[config.mk]
export PLATFORM = sky130hd
export DESIGN_NAME = mem_fault_status_capture
export DESIGN_NICKNAME = d
export VERILOG_FILES = /design/src/hdl/mem_fault_pkg.sv /design/src/hdl/mem_fault_status_capture.sv
export SDC_FILE = /design/constraint.sdc
export NUM_CORES = 1
export LEC_CHECK = 0
export BUFFER_PORTS_ARGS = -buffer_cell sky130_fd_sc_hd__buf_4
export CAP_MARGIN = 20
export CORE_ASPECT_RATIO = 1.25
export CORE_UTILIZATION = 50
export CTS_BUF_LIST = sky130_fd_sc_hd__clkbuf_8
export DETAILED_ROUTE_END_ITERATION = 10
export PLACE_DENSITY = 0.9
export SYNTH_ARGS = -nofsm -noshare
export SYNTH_HDL_FRONTEND = slang
export SYNTH_SLANG_ARGS = --single-unit
[constraint.sdc]
create_clock -name clk -period 2.6 [get_ports clk]
set_input_delay 0.65 -clock clk [delete_from_list [all_inputs] [get_ports clk]]
set_output_delay 0.65 -clock clk [all_outputs]
set_load 0.02 [all_outputs]
[src/hdl/mem_fault_pkg.sv]
// Package for the memory fault cause capture block: register offsets,
// field positions, reset values and the bus answer codes.
// Assumes an AXI4-Lite register bus with 32-bit data and aligned words.
package mem_fault_pkg;

    // ******************************************************************
    // Register offsets (byte addresses)
    // ******************************************************************
    localparam logic [7:0] CAUSE_FLAGS_OFF = 8'h00;
    localparam logic [7:0] FAULT_ADDR_OFF = 8'h04;
    localparam logic [7:0] IRQ_MASK_OFF = 8'h08;
    localparam logic [7:0] IRQ_STATUS_OFF = 8'h0C;

    // ******************************************************************
    // Field positions of the cause flags register
    // ******************************************************************
    localparam int FETCH_BIT = 0;
    localparam int DATA_BIT = 1;
    localparam int RSVD_BIT = 2;
    localparam int POP_BIT = 3;
    localparam int PUSH_BIT = 4;
    localparam int ADDR_VALID_BIT = 7;

    // Interrupt status bits, one per capture event.
    localparam int IRQ_FETCH = 0;
    localparam int IRQ_DATA = 1;
    localparam int IRQ_POP = 2;
    localparam int IRQ_PUSH = 3;
    localparam int IRQ_W = 4;

    // ******************************************************************
    // Reset values and stack frame size
    // ******************************************************************
    localparam logic [7:0] CAUSE_RESET = 8'h00;
    localparam logic [31:0] ADDR_RESET = 32'h0000_0000;
    localparam logic [IRQ_W-1:0] IRQ_RESET = 4'h0;
    localparam logic [31:0] SP_RESET = 32'h0000_0000;
    localparam logic [31:0] FRAME_BYTES = 32'h0000_0020;

    // AXI4-Lite answer codes.
    localparam logic [1:0] RESP_OKAY = 2'h0;
    localparam logic [1:0] RESP_SLVERR = 2'h2;

endpackage

[src/hdl/mem_fault_status_capture.sv]
// Memory fault cause capture: sticky cause flags, fault address capture,
// stack pointer and stacked program counter effects, interrupt, AXI4-Lite.
// Assumes the core presents one-cycle fault pulses synchronous to clk.
// Assumes at most one write and one read are under way on the register bus.
// Assumes the core has already judged each access; no region check is done here.
`timescale 1ns/1ps
module mem_fault_status_capture
    import mem_fault_pkg::*;
(
    input wire logic clk,
    input wire logic rstn,
    // Core side events, one-cycle pulses.
    input wire logic pushFault,
    input wire logic popFault,
    input wire logic dataFault,
    input wire logic [31:0] dataFaultAddr,
    input wire logic fetchFault,
    input wire logic fetchNoExecute,
    input wire logic [31:0] faultInstrPc,
    input wire logic [31:0] curStackPointer,
    // Core side results.
    output logic [31:0] stackPointer,
    output logic [31:0] stackedProgramCounter,
    output logic contextSave,
    output logic irq,
    // AXI4-Lite slave.
    input wire logic [7:0] s_axi_awaddr,
    input wire logic s_axi_awvalid,
    output logic s_axi_awready,
    input wire logic [31:0] s_axi_wdata,
    input wire logic [3:0] s_axi_wstrb,
    input wire logic s_axi_wvalid,
    output logic s_axi_wready,
    output logic [1:0] s_axi_bresp,
    output logic s_axi_bvalid,
    input wire logic s_axi_bready,
    input wire logic [7:0] s_axi_araddr,
    input wire logic s_axi_arvalid,
    output logic s_axi_arready,
    output logic [31:0] s_axi_rdata,
    output logic [1:0] s_axi_rresp,
    output logic s_axi_rvalid,
    input wire logic s_axi_rready
);

    // ******************************************************************
    // Helpers
    // ******************************************************************
    // Write-one-to-clear with the hardware set winning over the clear.
    function automatic logic w1c(input logic cur, input logic set, input logic clr);
        w1c = set | (cur & ~clr);
    endfunction

    // Unmapped offsets answer with an error rather than being dropped silently.
    function automatic logic mapped(input logic [7:0] a);
        mapped = (a == CAUSE_FLAGS_OFF) || (a == FAULT_ADDR_OFF) ||
                 (a == IRQ_MASK_OFF) || (a == IRQ_STATUS_OFF);
    endfunction

    // ******************************************************************
    // State
    // ******************************************************************
    logic pushFlag_reg, pushFlag_next;
    logic popFlag_reg, popFlag_next;
    logic dataFlag_reg, dataFlag_next;
    logic fetchFlag_reg, fetchFlag_next;
    logic addrValid_reg, addrValid_next;
    logic [31:0] faultAddr_reg, faultAddr_next;
    logic [31:0] sp_reg, sp_next;
    logic [31:0] spc_reg, spc_next;
    logic save_reg, save_next;
    logic [IRQ_W-1:0] irqStat_reg, irqStat_next;
    logic [IRQ_W-1:0] irqMask_reg, irqMask_next;
    logic irq_reg, irq_next;

    logic [7:0] awAddr_reg, awAddr_next;
    logic awHave_reg, awHave_next;
    logic [31:0] wData_reg, wData_next;
    logic [3:0] wStrb_reg, wStrb_next;
    logic wHave_reg, wHave_next;
    logic bValid_reg, bValid_next;
    logic [1:0] bResp_reg, bResp_next;
    logic rValid_reg, rValid_next;
    logic [31:0] rData_reg, rData_next;
    logic [1:0] rResp_reg, rResp_next;
    logic awReady_reg, awReady_next;
    logic wReady_reg, wReady_next;
    logic arReady_reg, arReady_next;

    logic doWrite;
    logic fetchEvt;
    logic [7:0] clrFlags;
    logic [IRQ_W-1:0] clrIrq;
    logic [7:0] causeView;

    // ******************************************************************
    // Event decode and register views
    // ******************************************************************
    always_comb begin
        // A no-execute fetch faults whatever the protection unit state.
        fetchEvt = fetchFault | fetchNoExecute;
        // A write acts only once both halves are held and the last answer is
        // gone, so a second write can never overtake an unread response.
        doWrite = awHave_reg & wHave_reg & ~bValid_reg;
        clrFlags = '0;
        clrIrq = '0;
        if (doWrite && wStrb_reg[0]) begin
            if (awAddr_reg == CAUSE_FLAGS_OFF) begin
                clrFlags = wData_reg[7:0];
            end
            if (awAddr_reg == IRQ_STATUS_OFF) begin
                clrIrq = wData_reg[IRQ_W-1:0];
            end
        end
        causeView = CAUSE_RESET;
        causeView[FETCH_BIT] = fetchFlag_reg;
        causeView[DATA_BIT] = dataFlag_reg;
        causeView[RSVD_BIT] = 1'b0;
        causeView[POP_BIT] = popFlag_reg;
        causeView[PUSH_BIT] = pushFlag_reg;
        causeView[ADDR_VALID_BIT] = addrValid_reg;
    end

    // ******************************************************************
    // Cause flags, fault address and core side effects
    // ******************************************************************
    always_comb begin
        // Sticky flags: set wins, zero bits written leave them alone.
        pushFlag_next = w1c(pushFlag_reg, pushFault, clrFlags[PUSH_BIT]);
        popFlag_next = w1c(popFlag_reg, popFault, clrFlags[POP_BIT]);
        dataFlag_next = w1c(dataFlag_reg, dataFault, clrFlags[DATA_BIT]);
        fetchFlag_next = w1c(fetchFlag_reg, fetchEvt, clrFlags[FETCH_BIT]);
        // Only data faults load the address; push, pop and fetch never do.
        addrValid_next = w1c(addrValid_reg, dataFault, clrFlags[ADDR_VALID_BIT]);
        faultAddr_next = faultAddr_reg;
        if (dataFault) begin
            faultAddr_next = dataFaultAddr;
        end
        // Software may load the address, but a capture in the same cycle wins
        // so that a fresh fault address is never lost.
        faultAddr_next = (doWrite && awAddr_reg == FAULT_ADDR_OFF && !dataFault) ?
                         wData_reg : faultAddr_next;
        // The frame has one fixed size; a core that stacks a larger frame
        // needs a wider step here.
        sp_next = sp_reg;
        save_next = 1'b0;
        spc_next = spc_reg;
        if (popFault) begin
            // Chained to the handler: frame and pointer stay as they were.
            sp_next = curStackPointer;
        end else if (pushFault) begin
            // Frame contents may be bad, but the pointer still moves.
            sp_next = curStackPointer - FRAME_BYTES;
            save_next = 1'b1;
        end else if (dataFault || fetchEvt) begin
            sp_next = curStackPointer - FRAME_BYTES;
            save_next = 1'b1;
            spc_next = faultInstrPc;
        end
    end

    // ******************************************************************
    // Interrupt status and mask
    // ******************************************************************
    always_comb begin
        logic [IRQ_W-1:0] ev;
        ev = '0;
        ev[IRQ_FETCH] = fetchEvt;
        ev[IRQ_DATA] = dataFault;
        ev[IRQ_POP] = popFault;
        ev[IRQ_PUSH] = pushFault;
        irqStat_next = ev | (irqStat_reg & ~clrIrq);
        irqMask_next = irqMask_reg;
        if (doWrite && wStrb_reg[0] && awAddr_reg == IRQ_MASK_OFF) begin
            irqMask_next = wData_reg[IRQ_W-1:0];
        end
        // Next values are used so that the interrupt rises in the same cycle
        // as the status bit that causes it.
        irq_next = |(irqStat_next & irqMask_next);
    end

    // ******************************************************************
    // AXI4-Lite slave
    // ******************************************************************
    always_comb begin
        awAddr_next = awAddr_reg;
        awHave_next = awHave_reg;
        wData_next = wData_reg;
        wStrb_next = wStrb_reg;
        wHave_next = wHave_reg;
        bValid_next = bValid_reg;
        bResp_next = bResp_reg;
        rValid_next = rValid_reg;
        rData_next = rData_reg;
        rResp_next = rResp_reg;
        if (s_axi_awvalid && !awHave_reg) begin
            awAddr_next = s_axi_awaddr;
            awHave_next = 1'b1;
        end
        if (s_axi_wvalid && !wHave_reg) begin
            wData_next = s_axi_wdata;
            wStrb_next = s_axi_wstrb;
            wHave_next = 1'b1;
        end
        if (doWrite) begin
            bValid_next = 1'b1;
            bResp_next = mapped(awAddr_reg) ? RESP_OKAY : RESP_SLVERR;
            awHave_next = 1'b0;
            wHave_next = 1'b0;
        end
        if (bValid_reg && s_axi_bready) begin
            bValid_next = 1'b0;
        end
        // Read data are a snapshot taken when the address is accepted; a fault
        // in that same cycle shows up on the next read.
        if (s_axi_arvalid && !rValid_reg) begin
            rValid_next = 1'b1;
            rResp_next = RESP_OKAY;
            unique case (s_axi_araddr)
                CAUSE_FLAGS_OFF: rData_next = {24'h000000, causeView};
                FAULT_ADDR_OFF: rData_next = faultAddr_reg;
                IRQ_MASK_OFF: rData_next = {28'h0000000, irqMask_reg};
                IRQ_STATUS_OFF: rData_next = {28'h0000000, irqStat_reg};
                default: begin
                    rData_next = 32'h0000_0000;
                    rResp_next = RESP_SLVERR;
                end
            endcase
        end else if (rValid_reg && s_axi_rready) begin
            rValid_next = 1'b0;
        end
    end

    // ******************************************************************
    // Ready flags
    // ******************************************************************
    // Kept as flip-flops of their own so that no bus output passes through
    // logic; each is the inverse of the next value of its holding bit.
    always_comb begin
        awReady_next = ~awHave_next;
        wReady_next = ~wHave_next;
        arReady_next = ~rValid_next;
    end

    always_ff @(posedge clk or negedge rstn) begin
        if (!rstn) begin
            awReady_reg <= 1'b1;
            wReady_reg <= 1'b1;
            arReady_reg <= 1'b1;
        end else begin
            awReady_reg <= awReady_next;
            wReady_reg <= wReady_next;
            arReady_reg <= arReady_next;
        end
    end

    // ******************************************************************
    // Registers
    // ******************************************************************
    always_ff @(posedge clk or negedge rstn) begin
        if (!rstn) begin
            pushFlag_reg <= 1'b0;
            popFlag_reg <= 1'b0;
            dataFlag_reg <= 1'b0;
            fetchFlag_reg <= 1'b0;
            addrValid_reg <= 1'b0;
            faultAddr_reg <= ADDR_RESET;
            sp_reg <= SP_RESET;
            spc_reg <= ADDR_RESET;
            save_reg <= 1'b0;
            irqStat_reg <= IRQ_RESET;
            irqMask_reg <= IRQ_RESET;
            irq_reg <= 1'b0;
            awAddr_reg <= 8'h00;
            awHave_reg <= 1'b0;
            wData_reg <= 32'h0000_0000;
            wStrb_reg <= 4'h0;
            wHave_reg <= 1'b0;
            bValid_reg <= 1'b0;
            bResp_reg <= RESP_OKAY;
            rValid_reg <= 1'b0;
            rData_reg <= 32'h0000_0000;
            rResp_reg <= RESP_OKAY;
        end else begin
            pushFlag_reg <= pushFlag_next;
            popFlag_reg <= popFlag_next;
            dataFlag_reg <= dataFlag_next;
            fetchFlag_reg <= fetchFlag_next;
            addrValid_reg <= addrValid_next;
            faultAddr_reg <= faultAddr_next;
            sp_reg <= sp_next;
            spc_reg <= spc_next;
            save_reg <= save_next;
            irqStat_reg <= irqStat_next;
            irqMask_reg <= irqMask_next;
            irq_reg <= irq_next;
            awAddr_reg <= awAddr_next;
            awHave_reg <= awHave_next;
            wData_reg <= wData_next;
            wStrb_reg <= wStrb_next;
            wHave_reg <= wHave_next;
            bValid_reg <= bValid_next;
            bResp_reg <= bResp_next;
            rValid_reg <= rValid_next;
            rData_reg <= rData_next;
            rResp_reg <= rResp_next;
        end
    end

    // ******************************************************************
    // Outputs
    // ******************************************************************
    // Every output is a plain copy of a flip-flop.
    always_comb begin
        stackPointer = sp_reg;
        stackedProgramCounter = spc_reg;
        contextSave = save_reg;
        irq = irq_reg;
        s_axi_awready = awReady_reg;
        s_axi_wready = wReady_reg;
        s_axi_bvalid = bValid_reg;
        s_axi_bresp = bResp_reg;
        s_axi_arready = arReady_reg;
        s_axi_rvalid = rValid_reg;
        s_axi_rdata = rData_reg;
        s_axi_rresp = rResp_reg;
    end

endmodule

==> results of run 1 <==
[layer usage]
layer / vias up / GRT usage [%] / part of all wire, %
met5: - / 0 / 0
met4: 0 / 11.6 / 3.4
met3: 47 / 6.54 / 7.8
met2: 225 / 42.4 / 52
met1: 2916 / 25.8 / 37
li1: 2793 / - / -
[layout by cell type, fill, tap and decap left out, types with 5 or more instances in the layout]
cell      netlist  final
buf_4           2    274
clkbuf_8        0     20
nor2_1         42     42
nor4_1         14     14
xnor2_1        20     20
mux2i_1        34     34
dfrtp_1       190    190
mux2_2         83     83
inv_1          13     15
inv_6           0      5
o21ai_0        40     40
nand2_1        49     49
a22o_1         27     27
nor3_1          8      8
a21oi_1        30     30
[area by class of cell]
type	count	area, um^2
clock buffer	19	262
tap	212	265
clock inverter	13	148
sequential	193	4830
fill	1159	4920
inverter	13	48.8
timing repair buffer	279	2150
multi-input combinational	403	3010
[logic make-up (layout without fill, tap and decap cells)]
family	count (synthesis)	in the layout	synth area share [%]
flops	193	193	60.0
simple gates	145	145	8.98
mux	120	120	16.7
compound gates	111	111	8.70
buf+inv	53	324	2.81
xor+xnor	24	24	2.61
fa+ha+maj	1	1	0.155
other cells	1	2	0.0466
[metrics by stage]
stage,instance area [um^2],worst slack [ns]
finish,10700,0.231
floorplan,8060,0.131
CTS,10700,0.219
detailed placement,10300,-0.0870
global route,10700,0.186
global placement,10300,-0.0120
[power by group through the flow]
stage	Combinational, mW	Clock [mW]	Sequential, mW
finish	1.63	1.99	3.89
CTS	1.65	2.05	3.89
floorplan	0.785	0	4.05
global placement	1.57	0	3.91
global route	1.75	2.14	3.97
detailed placement	1.64	0	3.96
[how the worst min path moves through the flow]
stage / end / slack, ns / cells past startpoint
2_1_floorplan: addrValid_reg$_DFF_PN0_ / 0.35 / 0
3_3_place_gp: addrValid_reg$_DFF_PN0_ / 0.46 / 1
3_5_place_dp: dataFlag_reg$_DFF_PN0_ / 0.47 / 1
4_1_cts: stackedProgramCounter[31]$_DFFE_PN0P_ / 0.12 / 1
5_1_grt: faultAddr_reg[8]$_DFFE_PN0P_ / 0.14 / 1
6_report: stackedProgramCounter[29]$_DFFE_PN0P_ / 0.13 / 1
[critical path: stages (launching register included)]
cell and delay, ns:
dfrtp_1 0.39, or4_4 0.55, nor4_1 0.30, buf_4 0.20, mux2_2 0.35, a22o_1 0.21
a221o_1 0.26
==> impl_metrics.yaml, run 1 <==
finish:
  fin_util_pct: 68.5
  drive_gt1_share_pct: 44.7
  synthToLayoutAreaGrowth_pct: 33.0
  final_cells: 1132
  nets: 1068
  antenna_cells: 0
sta:
  finalClockSkew_ns: 0.0126
  setup-tns-final_ns: 0
  max_clock_freq_ghz: 0.422
  fin_crit_sh_pct: 91.1
  whs_ns: 0.131
  tightest_slew_ns: 0.661
  post-route-min-period_ns: 2.37
  drv_slew: 0
  hold_violations: 0
  slew_headroom_pct: 55.8
  setup_viol_count_final: 0
  grt_setup_unrepaired: "no"
synthesis:
  ys.flop_type: "dfrtp_1"
  yosysMostFrequentCell: "dfrtp_1"
  yosysSeqAreaShare_pct: 60.0
  synth_area_leaders: "dfrtp_1 (59%), mux2_2 (12%), mux2i_1 (4.2%)"
  syn_area_mm2: 0.00805
  synth_top_area_share_pct: 59.0
  synth_area_per_cell_um2: 12.4
  yosysTopAreaCell: "dfrtp_1"
  yosysWarnings: 0
  async_flop_share_pct: 100
  synth-edff-count: 0
  synthCells: 648
  synth_commonest_cells: "dfrtp_1 (190), mux2_2 (83), nand2_1 (49), nor2_1 (42), o21ai_0 (40)"
  synth_cell_types: 45
  synth-seq-cells: 193
global_routing:
  grt-ovfl-total: 0
  grt_pass1_wl_mm: 29.9
  antenna_found_initial: 0
  grt_usage_pct: 23.8
  grt_max_degree: 61
  grt_pass1_vias: 6133
cts:
  root_buffer: "clkbuf_8"
  cts.clk_slew.worst_paths_ns: 0.10
  ctsHoldBuffers: 0
  cts_resized: 0
  cts_buffers: 17
  clockBufferDepth: 2
  clock_latency_ns: 0.45
  htreeDepth: 4
  cts.sinks: 193
  cts_tree: "done"
  cts_setup_buffers: 0
setup_path:
  critPathLaunchType: "register"
  rr_worst_depth: 6
  crit_path_start: "awAddr_reg[1]$_DFFE_PN0P_"
  critPathRequiredTime_ns: 2.94
  cp_max_fo: 4
  r2r_start: "awAddr_reg[1]$_DFFE_PN0P_"
  cp.arrival_ns: 2.71
  critPathKind: "register to register"
  endpoint_kind: "register"
  timing.reg2reg.setup_slack_ns: 0.23
  rr_endpoint: "irq$_DFF_PN0_"
  setup.worst_path.end: "irq$_DFF_PN0_"
detailed_routing:
  drc_errors: 0
  vias: 5981
  drt-total-wl_mm: 19.4
  antenna_left: 0
  drtIter0Drc: 264
  routedWlPerCell_um: 17.1
  vias_per_cell: 5.28
  dr.pass1.iters: 4
power_and_ir_drop:
  irDropWorstVdd_uv: 486
  internal_power_mw: 5.38
  seq_power_share_pct: 51.8
  p_sw_share_pct: 28.4
  p_comb_share_pct: 21.7
  fin_total_pwr_mw: 7.51
  p_leak_nw: 5.17
  clkPwrFrac_pct: 26.5
  switching_power_mw: 2.13
  powerDensity_mw_per_mm2: 701
outcome:
  status: "completed"
floorplan:
  dieArea_mm2: 0.0166
  die_w_um: 116
  rows: 51
  start_util_pct: 51.5
  io_pins: 267
  core_mm2: 0.0156
  die_h_um: 144
placement:
  gp_congestion: 0.813
  port_buffers: 261
  hpwlAfterDp_mm: 14.2
  dp_cells: 1100
min_path:
  min_path_type: "primary input to asynchronous set/reset pin"
run:
  max_cap_violations: 0
(Power assumes the default switching activity.)
==> run 2, diff against run 1 <==
Settings changed: CORE_MARGIN set to 5.
==> run 2 against run 1 <==
  * Clock-buffer cell count fell by 2
  * Design area rose by 0.16%
  * Non-clock buffer count rose by 1
  * Routed wire length rose by 5.7%
  * Critical path depth did not move
  * Total power fell by 0.12%
  * Register-to-register slack barely moved
  * Combinational power barely moved
  * Highest routed layer unchanged
  * Critical endpoint unchanged
  * Largest power group unchanged
==> impl_metrics.yaml, run 2 (synthesis results as in run 1) <==
floorplan:
  io_pins: 267
  start_util_pct: 50.3
  die_w_um: 124
  rows: 52
  dieArea_mm2: 0.0188
  core_mm2: 0.0160
  die_h_um: 152
global_routing:
  grt_pass1_wl_mm: 32.2
  grt_pass1_vias: 6195
  grt_usage_pct: 22.0
  grt_max_degree: 69
  antenna_found_initial: 0
  grt-ovfl-total: 0
sta:
  hold_violations: 0
  fin_ws_ns: 0.224
  setup_viol_count_final: 0
  post-route-min-period_ns: 2.38
  fin_crit_sh_pct: 91.4
  slew_headroom_pct: 54.5
  max_clock_freq_ghz: 0.421
  finalClockSkew_ns: 0.0131
  drv_slew: 0
  tightest_slew_ns: 0.681
  setup-tns-final_ns: 0
  grt_setup_unrepaired: "no"
setup_path:
  r2r_start: "awAddr_reg[1]$_DFFE_PN0P_"
  cp_max_fo: 4
  cp.arrival_ns: 2.70
  critPathRequiredTime_ns: 2.93
  timing.reg2reg.setup_slack_ns: 0.22
  rr_endpoint: "irq$_DFF_PN0_"
  rr_worst_depth: 6
  critPathLaunchType: "register"
  endpoint_kind: "register"
  critPathKind: "register to register"
placement:
  place_ws_ns: -0.121
  hpwlAfterDp_mm: 15.5
  gp_congestion: 0.833
  port_buffers: 261
  postPlaceCellArea_mm2: 0.0103
detailed_routing:
  antenna_left: 0
  drc_errors: 0
  routedWlPerCell_um: 18.0
  vias: 5950
  drt-total-wl_mm: 20.5
  dr.pass1.iters: 4
  vias_per_cell: 5.23
  drtIter0Drc: 303
power_and_ir_drop:
  fin_total_pwr_mw: 7.50
  powerDensity_mw_per_mm2: 699
  p_leak_nw: 5.18
  irDropWorstVdd_uv: 469
cts:
  ctsHoldBuffers: 0
  htreeDepth: 4
  cts.sinks: 193
  cts_setup_buffers: 0
  clockBufferDepth: 2
  cts_buffers: 17
  root_buffer: "clkbuf_8"
  cts_tree: "done"
  cts.clk_slew.worst_paths_ns: 0.10
  clock_latency_ns: 0.45
  cts_resized: 0
finish:
  final_cell_mix: "buf_4 (273), dfrtp_1 (190), mux2_2 (83), nand2_1 (49), nor2_1 (42)"
  drive_gt1_share_pct: 44.8
  nets: 1069
  antenna_cells: 0
  design_area_mm2: 0.0107
  nFillCells: 1202
  synthToLayoutAreaGrowth_pct: 33.3
  fin_util_pct: 67.0
  layout_commonest_cell: "buf_4"
run:
  max_cap_violations: 0
outcome:
  status: "completed"
min_path:
  min_path_type: "primary input to asynchronous set/reset pin"
-- run 2: cell count changes in the layout (fill, tap and decap cells not counted) --
cell and delta:
clkinv_2 +4, clkbuf_8 -2, clkinv_4 -1, buf_4 -1
inv_1 -1, buf_12 +2
-- run 2: how the worst max path moves through the flow --
stage | to | startpoint | depth (start not counted) | slack (ns)
3_3_place_gp | stackPointer[27]$_DFFE_PN0P_ | curStackPointer[5] | 8 | -0.02
5_1_grt | irq$_DFF_PN0_ | awAddr_reg[1]$_DFFE_PN0P_ | 6 | 0.08
4_1_cts | irq$_DFF_PN0_ | awAddr_reg[1]$_DFFE_PN0P_ | 6 | 0.23
2_1_floorplan | stackPointer[25]$_DFFE_PN0P_ | curStackPointer[5] | 8 | 0.13
6_report | irq$_DFF_PN0_ | awAddr_reg[1]$_DFFE_PN0P_ | 6 | 0.22
3_5_place_dp | stackPointer[29]$_DFFE_PN0P_ | curStackPointer[5] | 8 | -0.12
-- run 2: critical path: stages (launching register included) --
cell,delay [ns]
dfrtp_1,0.39
or4_4,0.55
nor4_1,0.29
buf_4,0.20
mux2_2,0.35
a22o_1,0.21
a221o_1,0.27
-- run 2: per-layer routing --
metal | GRT usage [%] | wire length [um]
met5 | 0 | 0
met4 | 7.28 | 408
met3 | 7.07 | 1770
met2 | 38.9 | 10800
met1 | 24.9 | 7460
-- run 2: layout make-up --
cell class / count / area (um^2) / share of cell area [%]
clock buffer: 17 / 234 / 2.18
tap: 216 / 270 / 2.52
inverter: 13 / 48.8 / 0.455
clock inverter: 15 / 155 / 1.45
timing repair buffer: 280 / 2180 / 20.3
sequential: 193 / 4830 / 45.0
multi-input combinational: 403 / 3010 / 28.0
-- run 2: report_power, final --
group / internal (mW) / switching [mW] / total [mW]
clock network: 0.868 / 1.07 / 1.94
logic: 0.902 / 0.751 / 1.65
registers: 3.56 / 0.348 / 3.91
total: 5.33 / 2.17 / 7.50
-- run 2: metrics by stage --
stage | hold WS (ns) | cells
3_3_place_gp | 0.456 | 1105
6_report | 0.158 | 1137
3_5_place_dp | 0.465 | 1105
5_1_grt | 0.161 | 1137
2_1_floorplan | 0.354 | 649
4_1_cts | 0.154 | 1137
